**src/common/link_ctl_pkg.sv**
```systemverilog
// Shared constants, field positions and types for the link core control registers
package link_ctl_pkg;

    // Register byte offsets inside the window
    localparam logic [7:0] FAIRNESS_OFFSET     = 8'hDC;
    localparam logic [7:0] LINK_SET_OFFSET     = 8'hE0;
    localparam logic [7:0] LINK_CLEAR_OFFSET   = 8'hE4;
    localparam logic [7:0] TIMER_STATUS_OFFSET = 8'hF0;
    localparam logic [7:0] IR_FILTER_OFFSET    = 8'hF4;

    // Link control field positions
    localparam int ROLLOVER_SRC_BIT  = 22;
    localparam int CYCLE_MASTER_BIT  = 21;
    localparam int TIMER_ENABLE_BIT  = 20;
    localparam int PHY_RECEIVE_BIT   = 10;
    localparam int SELF_ID_BIT       = 9;
    localparam int FILTER_LOCK_BIT   = 6;

    // Fairness field width and reset values
    localparam int         FAIRNESS_WIDTH = 8;
    localparam logic [7:0] FAIRNESS_RESET = 8'h00;
    localparam logic [5:0] FLAGS_RESET    = 6'h00;

    // Word-size transfer code
    localparam logic [2:0] HSIZE_WORD = 3'h2;

    // Timing: clock rates in kHz and the cycle period in microseconds
    localparam int REF_CLK_KHZ     = 125000;
    localparam int TIMER_CLK_KHZ   = 24576;
    localparam int CYCLE_PERIOD_US = 125;
    localparam int CYCLE_TICKS     = CYCLE_PERIOD_US * TIMER_CLK_KHZ / 1000;
    localparam int OFFSET_WIDTH    = 12;
    localparam int ACC_WIDTH       = 17;

    // Control flags as seen by the rest of the link
    typedef struct packed {
        logic rollover_source_select;
        logic cycle_master_enable;
        logic timer_count_enable;
        logic phy_packet_receive_enable;
        logic self_id_receive_enable;
        logic tag_one_filter_lock;
    } link_flags_type;

    // Bus slave phases, Gray coded along idle, read wait, read done
    typedef enum logic [1:0] {
        BUS_IDLE      = 2'b00,
        BUS_READ_WAIT = 2'b01,
        BUS_READ_DONE = 2'b11,
        BUS_WRITE     = 2'b10
    } bus_state_type;

endpackage

```
**src/core/link_core_control_regs.sv**
```systemverilog
// Link core control registers: fairness limit, link control flags and cycle timer
// What this block does
// - Eight-bit limit caps priority asynchronous requests per fairness interval.
// - Fairness bits 31 to 8 always read as zero.
// - Rollover source set means timer rolls over on external cycle input.
// - Rollover source clear means rollover after 3072 timer clocks, 125 us.
// - Cycle master sends a cycle start at every rollover.
// - Without cycle master, received cycle starts resynchronise the timer.
// - Overlong cycle event clears cycle master automatically.
// - Setting cycle master is ignored while overlong cycle event is set.
// - Timer offset counts and rolls over only while timer enable is set.
// - PHY receive bit passes PHY packets to enabled async receive context.
// - PHY receive bit has no effect on self-ID packet reception.
// - Self-ID receive bit lets incoming self-ID packets be accepted.
// - Filter lock forces every context tag-one sync filter bit to one.
// - Without lock, software reads and writes each context filter bit.
// - Filter lock is set-only; only global reset clears it.
// - Link control has set address E0h, clear address E4h, both readable.
// - Reserved link control bits read as zero.
//
// Our own choice: the AHB-Lite interface to the registers.
`timescale 1ns/1ps
`default_nettype none

module link_core_control_regs #(
    parameter int IR_CONTEXTS = 4
) (
    input  wire logic                               ref_clk,
    input  wire logic                               srst,
    input  wire logic                               global_reset,
    input  wire logic                               hsel,
    input  wire logic [31:0]                        haddr,
    input  wire logic [1:0]                         htrans,
    input  wire logic                               hwrite,
    input  wire logic [2:0]                         hsize,
    input  wire logic [31:0]                        hwdata,
    input  wire logic                               hready,
    output logic                                    hreadyout,
    output logic [31:0]                             hrdata,
    output logic                                    hresp,
    input  wire logic                               external_cycle_input,
    input  wire logic                               overlong_cycle_event,
    input  wire logic                               cycle_start_received,
    input  wire logic                               async_receive_context_enable,
    input  wire logic                               phy_packet_arrive,
    input  wire logic                               self_id_packet_arrive,
    output logic                                    phy_packet_store,
    output logic                                    self_id_packet_store,
    input  wire logic                               priority_request_want,
    input  wire logic                               fairness_interval_start,
    output logic                                    priority_request_grant,
    output logic                                    cycle_start_send,
    output logic [link_ctl_pkg::OFFSET_WIDTH-1:0]   cycle_offset,
    output link_ctl_pkg::link_flags_type            link_flags,
    output logic [IR_CONTEXTS-1:0]                  tag_one_sync_filter
);
    import link_ctl_pkg::*;

    // Set/clear update of one flag
    // set and clear
    function automatic logic apply_set_clear(input logic cur, input logic set, input logic clr);
        apply_set_clear = (cur | set) & ~clr;
    endfunction

    // Bus phase tracking
    bus_state_type          state_q;
    bus_state_type          state_d;
    logic [7:0]             addr_q;
    logic                   word_q;
    logic [31:0]            hrdata_q;

    // Control state
    logic [FAIRNESS_WIDTH-1:0] limit_q;
    logic [FAIRNESS_WIDTH-1:0] grant_count_q;
    logic                   src_q;
    logic                   master_q;
    logic                   enable_q;
    logic                   phy_en_q;
    logic                   sid_en_q;
    logic                   lock_q;
    logic [IR_CONTEXTS-1:0] filter_q;

    // Timer state
    logic [ACC_WIDTH-1:0]   acc_q;
    logic [OFFSET_WIDTH-1:0] offset_q;
    logic [OFFSET_WIDTH-1:0] offset_d;
    logic                   ext_s1_q;
    logic                   ext_s2_q;
    logic                   ext_s3_q;
    logic                   ext_level_q;
    logic                   start_send_q;
    logic                   phy_store_q;
    logic                   sid_store_q;

    // Address phase decode; sampled hready is the single slave's own ready
    wire        accept   = hsel && htrans[1] && hready;
    wire        wr_go    = (state_q == BUS_WRITE) && word_q;
    wire        set_hit  = wr_go && (addr_q == LINK_SET_OFFSET);
    wire        clr_hit  = wr_go && (addr_q == LINK_CLEAR_OFFSET);
    wire        fair_hit = wr_go && (addr_q == FAIRNESS_OFFSET);
    wire        filt_hit = wr_go && (addr_q == IR_FILTER_OFFSET);

    // Next bus phase; a new address phase may follow any completed one
    always_comb begin
        state_d = BUS_IDLE;
        unique case (state_q)
            BUS_READ_WAIT: state_d = BUS_READ_DONE;
            BUS_IDLE, BUS_WRITE, BUS_READ_DONE: begin
                if (accept) begin
                    state_d = hwrite ? BUS_WRITE : BUS_READ_WAIT;
                end
            end
        endcase
    end

    // Reads take one wait state so a write just before is always seen
    assign hreadyout = (state_q != BUS_READ_WAIT);
    assign hresp     = 1'b0;
    assign hrdata    = hrdata_q;

    always_ff @(posedge ref_clk) begin
        if (srst) begin
            state_q <= BUS_IDLE;
            addr_q  <= 8'h00;
            word_q  <= 1'b0;
        end else begin
            state_q <= state_d;
            if (accept) begin
                addr_q <= haddr[7:0];
                word_q <= (hsize == HSIZE_WORD) && (haddr[31:8] == 24'h000000);
            end
        end
    end

    // Read assembly; reserved bits and unmapped offsets give zero
    wire [31:0] link_word;
    wire [31:0] read_word;
    wire [IR_CONTEXTS-1:0] filter_view;
    assign filter_view = filter_q | {IR_CONTEXTS{lock_q}};
    assign link_word = {9'h000, src_q, master_q, enable_q, 9'h000, phy_en_q, sid_en_q,
                        2'h0, lock_q, 6'h00};
    assign read_word = !word_q ? 32'h00000000 :
                       (addr_q == FAIRNESS_OFFSET)     ? {24'h000000, limit_q} :
                       (addr_q == LINK_SET_OFFSET)     ? link_word :
                       (addr_q == LINK_CLEAR_OFFSET)   ? link_word :
                       (addr_q == TIMER_STATUS_OFFSET) ? {20'h00000, offset_q} :
                       (addr_q == IR_FILTER_OFFSET)    ? 32'(filter_view) :
                       32'h00000000;

    always_ff @(posedge ref_clk) begin
        if (srst) begin
            hrdata_q <= 32'h00000000;
        end else if (state_q == BUS_READ_WAIT) begin
            hrdata_q <= read_word;
        end
    end

    // Fairness limit and filter bits written as plain registers
    // filter read write
    always_ff @(posedge ref_clk) begin
        if (srst) begin
            limit_q  <= FAIRNESS_RESET;
            filter_q <= '0;
        end else begin
            if (fair_hit) begin
                limit_q <= hwdata[FAIRNESS_WIDTH-1:0];
            end
            if (filt_hit) begin
                filter_q <= hwdata[IR_CONTEXTS-1:0];
            end
        end
    end

    // Link control flags through set and clear ports
    wire master_set = set_hit && hwdata[CYCLE_MASTER_BIT];
    always_ff @(posedge ref_clk) begin
        if (srst) begin
            {src_q, master_q, enable_q, phy_en_q, sid_en_q} <= FLAGS_RESET[4:0];
        end else begin
            src_q    <= apply_set_clear(src_q, set_hit && hwdata[ROLLOVER_SRC_BIT],
                                        clr_hit && hwdata[ROLLOVER_SRC_BIT]);
            enable_q <= apply_set_clear(enable_q, set_hit && hwdata[TIMER_ENABLE_BIT],
                                        clr_hit && hwdata[TIMER_ENABLE_BIT]);
            phy_en_q <= apply_set_clear(phy_en_q, set_hit && hwdata[PHY_RECEIVE_BIT],
                                        clr_hit && hwdata[PHY_RECEIVE_BIT]);
            sid_en_q <= apply_set_clear(sid_en_q, set_hit && hwdata[SELF_ID_BIT],
                                        clr_hit && hwdata[SELF_ID_BIT]);
            master_q <= overlong_cycle_event ? 1'b0 :
                        apply_set_clear(master_q, master_set,
                                        clr_hit && hwdata[CYCLE_MASTER_BIT]);
        end
    end

    // Lock survives the ordinary reset and the clear port on purpose
    // set only lock
    always_ff @(posedge ref_clk) begin
        if (global_reset) begin
            lock_q <= 1'b0;
        end else if (set_hit && hwdata[FILTER_LOCK_BIT]) begin
            lock_q <= 1'b1;
        end
    end

    // Fractional divider: one enable per timer clock on average, jitter one ref cycle
    wire [ACC_WIDTH:0] acc_sum = {1'b0, acc_q} + (ACC_WIDTH+1)'(TIMER_CLK_KHZ);
    wire               tick    = acc_sum >= (ACC_WIDTH+1)'(REF_CLK_KHZ);
    always_ff @(posedge ref_clk) begin
        if (srst) begin
            acc_q <= '0;
        end else begin
            acc_q <= tick ? ACC_WIDTH'(acc_sum - (ACC_WIDTH+1)'(REF_CLK_KHZ))
                          : acc_sum[ACC_WIDTH-1:0];
        end
    end

    // External cycle pin synchroniser; a level counts once stages two and three agree
    always_ff @(posedge ref_clk) begin
        if (srst) begin
            ext_s1_q    <= 1'b0;
            ext_s2_q    <= 1'b0;
            ext_s3_q    <= 1'b0;
            ext_level_q <= 1'b0;
        end else begin
            ext_s1_q <= external_cycle_input;
            ext_s2_q <= ext_s1_q;
            ext_s3_q <= ext_s2_q;
            if (ext_s2_q == ext_s3_q) begin
                ext_level_q <= ext_s3_q;
            end
        end
    end
    wire ext_edge = (ext_s2_q == ext_s3_q) && ext_s3_q && !ext_level_q;

    // Rollover selection
    // internal 3072 count
    wire int_roll = tick && (offset_q == OFFSET_WIDTH'(CYCLE_TICKS - 1));
    wire rollover = enable_q && (src_q ? ext_edge : int_roll);

    // Offset counter
    // count only enabled
    always_comb begin
        offset_d = offset_q;
        if (enable_q) begin
            if (rollover) begin
                offset_d = '0;
            end else if (!master_q && cycle_start_received) begin
                offset_d = '0;
            end else if (tick) begin
                offset_d = offset_q + OFFSET_WIDTH'(1);
            end
        end
    end

    always_ff @(posedge ref_clk) begin
        if (srst) begin
            offset_q     <= '0;
            start_send_q <= 1'b0;
        end else begin
            offset_q     <= offset_d;
            start_send_q <= rollover && master_q;
        end
    end

    // Packet gating; the two receive controls are independent
    // PHY packet gate
    always_ff @(posedge ref_clk) begin
        if (srst) begin
            phy_store_q <= 1'b0;
            sid_store_q <= 1'b0;
        end else begin
            phy_store_q <= phy_packet_arrive && phy_en_q && async_receive_context_enable;
            sid_store_q <= self_id_packet_arrive && sid_en_q;
        end
    end

    // Priority request budget per fairness interval
    // request limit
    assign priority_request_grant = priority_request_want && (grant_count_q < limit_q);
    always_ff @(posedge ref_clk) begin
        if (srst) begin
            grant_count_q <= '0;
        end else if (fairness_interval_start) begin
            grant_count_q <= '0;
        end else if (priority_request_grant) begin
            grant_count_q <= grant_count_q + FAIRNESS_WIDTH'(1);
        end
    end

    // Outputs
    assign phy_packet_store     = phy_store_q;
    assign self_id_packet_store = sid_store_q;
    assign cycle_start_send     = start_send_q;
    assign cycle_offset         = offset_q;
    assign tag_one_sync_filter  = filter_view;
    assign link_flags           = '{rollover_source_select:    src_q,
                                    cycle_master_enable:       master_q,
                                    timer_count_enable:        enable_q,
                                    phy_packet_receive_enable: phy_en_q,
                                    self_id_receive_enable:    sid_en_q,
                                    tag_one_filter_lock:       lock_q};
endmodule

`default_nettype wire

```
**config.mk**
```make
export PLATFORM = sky130hd
export DESIGN_NAME = link_core_control_regs
export DESIGN_NICKNAME = d
export VERILOG_FILES = /design/src/common/link_ctl_pkg.sv /design/src/core/link_core_control_regs.sv
export SDC_FILE = /design/constraint.sdc
export NUM_CORES = 1
export LEC_CHECK = 0
export BUFFER_PORTS_ARGS = -buffer_cell sky130_fd_sc_hd__buf_2
export CORE_UTILIZATION = 40
export DETAILED_ROUTE_END_ITERATION = 8
export PLACE_DENSITY_LB_ADDON = 0.1
export SYNTH_ARGS = -nofsm -noshare
export SYNTH_HDL_FRONTEND = slang
export SYNTH_SLANG_ARGS = --single-unit
```
**constraint.sdc**
```tcl
create_clock -name ref_clk -period 5.9 [get_ports ref_clk]
set_input_delay 1.18 -clock ref_clk [delete_from_list [all_inputs] [get_ports ref_clk]]
set_output_delay 1.18 -clock ref_clk [all_outputs]
set_load 0.01 [all_outputs]
```
# [Word level (Yosys, flattened, before mapping)]
# Index checks and enable logic that the tools add are counted.
[op_classes] n_reduce_logical=38 muxes=14 n_eq_ne=12 magnitude_cmp=2 bitwise_logic=16 addsub=4
[ops] cell="2-to-1 mux 23 bit" n=4
[ops] cell="2-to-1 mux 12 bit" n=4
[ops] cell="== test 8 bit, second input constant" n=5
[ops] cell="logical AND 1 bit" n=29
[ops] cell="zero test 24 bit" n=1
[ops] cell="adder 17 x 15 -> 18 bit, second input constant" n=1
[ops] cell="greater-or-equal comparator 18 x 17 -> 1 bit, second input constant" n=1
[ops] cell="2-to-1 mux 17 bit" n=1
[ops] cell="subtractor 17 bit, second input constant" n=1
[ops] cell="adder 12 x 1 -> 12 bit, second input constant" n=1
[ops] cell="== test 12 bit, second input constant" n=1
[ops] cell="adder 8 x 1 -> 8 bit, second input constant" n=1
[ops] cell="< comparator 8 bit" n=1
[ops] cell="bitwise AND 1 bit" n=5
[ops] cell="inverter 1 bit" n=5
[ops] cell="bitwise OR 1 bit" n=5
[ops] cell="== test 2 bit, second input constant" n=2
[ops] cell="2-to-1 mux 2 bit" n=2
[ops] cell="2-to-1 mux 4 bit" n=1
[ops] cell="bitwise OR 4 bit" n=1
[ops] cell="one-hot mux 2 bit (2 select lines)" n=1
[ops] cell="OR reduction 2 bit" n=2
[ops] cell="== test 3 x 2 -> 1 bit, second input constant" n=1
[ops] cell="nonzero test 3 bit" n=1
[ops] cell="other kinds (8)" n=9
[word_totals] elab_cells=108 ff_bits=105 out_inout_bits=60 input_bits=83

# [Longest topological paths before layout]
[depth] word_depth=7 mapped_depth=10 depth_no_buf=9

# [Least setup slack after synthesis]
# Ideal clock, no wire load.
[synth_timing] path_kind="input port to output port" from="input port priority_request_want" to="output port priority_request_grant" required_ns=4.720 stages=4 path_buffers=0 path_slack_ns=2.862 arrival_ns=1.858 cell_sequence="nand4_1 > a21oi_1 > a31oi_1 > nand2_1"
[synth_via] elab_chain_len=1
[synth_rtl] item="from (decl)" line_no="link_core_control_regs.sv:49" source="input wire logic priority_request_want,"
[synth_rtl] item="logical AND 1 bit" line_no="link_core_control_regs.sv:278" source="assign priority_request_grant = priority_request_want && (grant_count_q < limit_q);"
[synth_rtl] item="to (decl)" line_no="link_core_control_regs.sv:51" source="output logic priority_request_grant,"
# Every way passes these cells.

# [Final worst setup path]
# Ends and elaborated chain as after synthesis.

==> metrics.yaml <==
outcome:
  run_status: "finished, final reports clean"
timing:
  max_freq_mhz: 292
  maxSlewViolCount: 0
  slew_headroom_pct: 46.8
  setup-tns-final_ns: 0
  setup_violations: 0
  skew_ns: 0.0115
  period_needed_ns: 3.43
  worst_slew_pin_slew_ns: 0.798
  fin_crit_sh_pct: 58.1
  rsz0062_at_grt: "no"
  worst_slack_ns: 2.47
  finalHoldViolCount: 0
synth:
  synth_top_area_share_pct: 41.0
  synthesis.area_um2: 4150
  synth_edf_count: 0
  yosys_warnings: 0
  yosys.area_share.adder_pct: 4.22
  syn_inst: 474
  synth_xor_xnor_area_share_pct: 5.49
  yosysTopAreaCell: "dfxtp_1"
  syn_area_per_cell_um2: 8.76
  yosysSeqAreaShare_pct: 41.0
  async_reset_ff_share_pct: 0
  synth_top_flop_cell: "dfxtp_1"
  postSynthRegisterBits: 85
  yosys-top-cells-area: "dfxtp_1 (41%), nor2_1 (6.5%), mux2i_1 (4.6%)"
  synth_compound_area_share_pct: 13.5
  synthSimpleGateAreaFrac_pct: 22.7
  synth.distinct_cells: 56
  synth_top_family_by_area: "simple AND/OR/NAND/NOR gates"
  synthMuxAreaShare_pct: 4.58
global_route:
  grt_pass1_wl_um: 16700
  grt-ovfl-total: 0
  grt_pass1_vias: 3305
  grt_max_degree: 72
  antenna_found_initial: 0
  grt_use_total_pct: 19.2
worst_setup_path:
  path_class: "in -> out"
  crit_fanout: 6
  cp-start-kind: "input pin"
  cp-end-kind: "output port"
  crit_required_ns: 4.72
  critical_path_arrival_ns: 2.25
  cp-startpoint: "priority_request_want"
  reg2reg_from: "acc_q[13]"
drt:
  vias: 3584
  drt-pass1-iter-count: 5
  routedWlPerCell_um: 14.3
  viasPerCell: 5.11
  drtIter0Drc: 214
  drc_errors: 0
  wirelength_um: 10000
  final_antenna_net_count: 0
placement:
  dp_slack_ns: 2.48
  dp_cells: 688
  dp_hpwl_um: 7360
  gp_congestion: 0.785
  io_buffers: 104
cts:
  ctsHoldBuffers: 0
  cts_num_sinks: 85
  cts_resized: 0
  cts_buffers: 9
  path_clk_slew_ns: 0.08
  cts_htree_levels: 3
  tritoncts: "yes"
  root_buffer: "clkbuf_8"
  post-cts-setup-buffers: 0
  clk_latency_ns: 0.34
  cts.path.max_buffers: 2
final_layout:
  fin_nets: 663
  diodes: 0
  final_cell_mix: "buf_2 (104), dfxtp_1 (85), nor2_1 (72), nand2_1 (40), inv_1 (24)"
  fin_util_pct: 49.1
  instances_no_fill: 702
  layout-drive-gt1-share_pct: 23.7
  syn_to_final_growth_pct: 17.1
  final_common_cell: "buf_2"
floorplanning:
  initial_core_util_pct: 41.9
  ios: 143
  rows: 36
  fp.dieArea_um2: 10800
  die_w_um: 104
  core_area_um2: 9910
  die_y_um: 104
job:
  maxCapViolations: 0
power_and_ir_drop:
  leakagePower_nw: 2.06
  peakVddDrop_uv: 118
  pwr_density_cell_nw_per_um2: 231
min_path:
  hp-class: "reg -> reg"
  worstHoldStart: "ext_s1_q"
[critical path: stages]
cell and delay [ns]:
buf_2 0.11, nand4_1 0.11, a21oi_1 0.05, a31oi_1 0.41
nand2_1 0.21, buf_2 0.18
[cell type report]
| cell class | instances | area [µm²] |
|---|---|---|
| Clock buffer | 10 | 138 |
| Tap cell | 133 | 166 |
| Clock inverter | 4 | 73.8 |
| Fill cell | 983 | 5050 |
| Timing Repair Buffer | 105 | 528 |
| Multi-Input combinational cell | 341 | 2160 |
| Sequential cell | 85 | 1700 |
| Inverter | 24 | 90.1 |
[synthesized netlist by cell type (3+ instances only)]
| cell | n |
|---|---|
| and3_1 | 9 |
| a31oi_1 | 3 |
| o21ai_0 | 7 |
| buf_4 | 24 |
| xor2_1 | 15 |
| nand4_1 | 7 |
| nor2b_1 | 7 |
| xnor2_1 | 11 |
| dfxtp_1 | 85 |
| a21oi_1 | 23 |
| o22ai_1 | 5 |
| nor4_1 | 5 |
| nor3b_1 | 3 |
| inv_1 | 24 |
| nor2_1 | 72 |
| clkbuf_1 | 15 |
| mux2i_1 | 19 |
| a222oi_1 | 7 |
| nand2_1 | 40 |
| ha_1 | 14 |
| a22oi_1 | 6 |
| nand3_1 | 12 |
| nor3_1 | 15 |
| a21o_1 | 3 |
| nand2b_1 | 3 |
[logic make-up after synthesis]
family          count (synthesis)
other cells                     1
xor+xnor                       26
compound gates                 73
simple gates                  191
fa+ha+maj                      14
buf+inv                        65
mux                            19
flops                          85
[report_power, final]
| group | internal [mW] | switching [mW] | leakage [nW] |
|---|---|---|---|
| Sequential | 0.583 | 0.0108 | 0.687 |
| Combinational | 0.0372 | 0.0493 | 1.26 |
| Clock | 0.246 | 0.199 | 0.108 |
[flip-flops by register name, summed over array words and instances, names as in the netlist, 2 cells and up]
signal	flops
acc_q	14
filter_q	4
grant_count_q	8
hrdata	15
cycle_offset	12
limit_q	8
state_q	2
addr_q	8
[stage by stage]
stage               area [µm²]  hold WS, ns  total power [mW]
global placement          4650        0.425             0.691
global route              4860        0.478              1.18
finish                    4860        0.447              1.12
detailed placement        4650        0.430             0.693
floorplan                 4220        0.414             0.670
CTS                       4860        0.447              1.14
[per-layer routing]
| metal | track usage, % | vias to the layer above | wire length [µm] |
|---|---|---|---|
| met3 | 3.70 | 16 | 519 |
| met4 | 8.67 | 0 | 263 |
| met2 | 28.6 | 117 | 4370 |
| met1 | 26.7 | 1665 | 4860 |
| li1 | - | 1786 | - |
| met5 | 0 | - | 0 |
[worst paths after layout]
check | cells past startpoint | slack [ns] | end
max | 6 | 2.47 | priority_request_grant
min | 1 | 0.45 | ext_s2_q
max reg2reg | 9 | 3.02 | cycle_offset[9]
min reg2reg | 1 | 0.45 | ext_s2_q
Note: power is estimated with default switching activity, not from simulation.
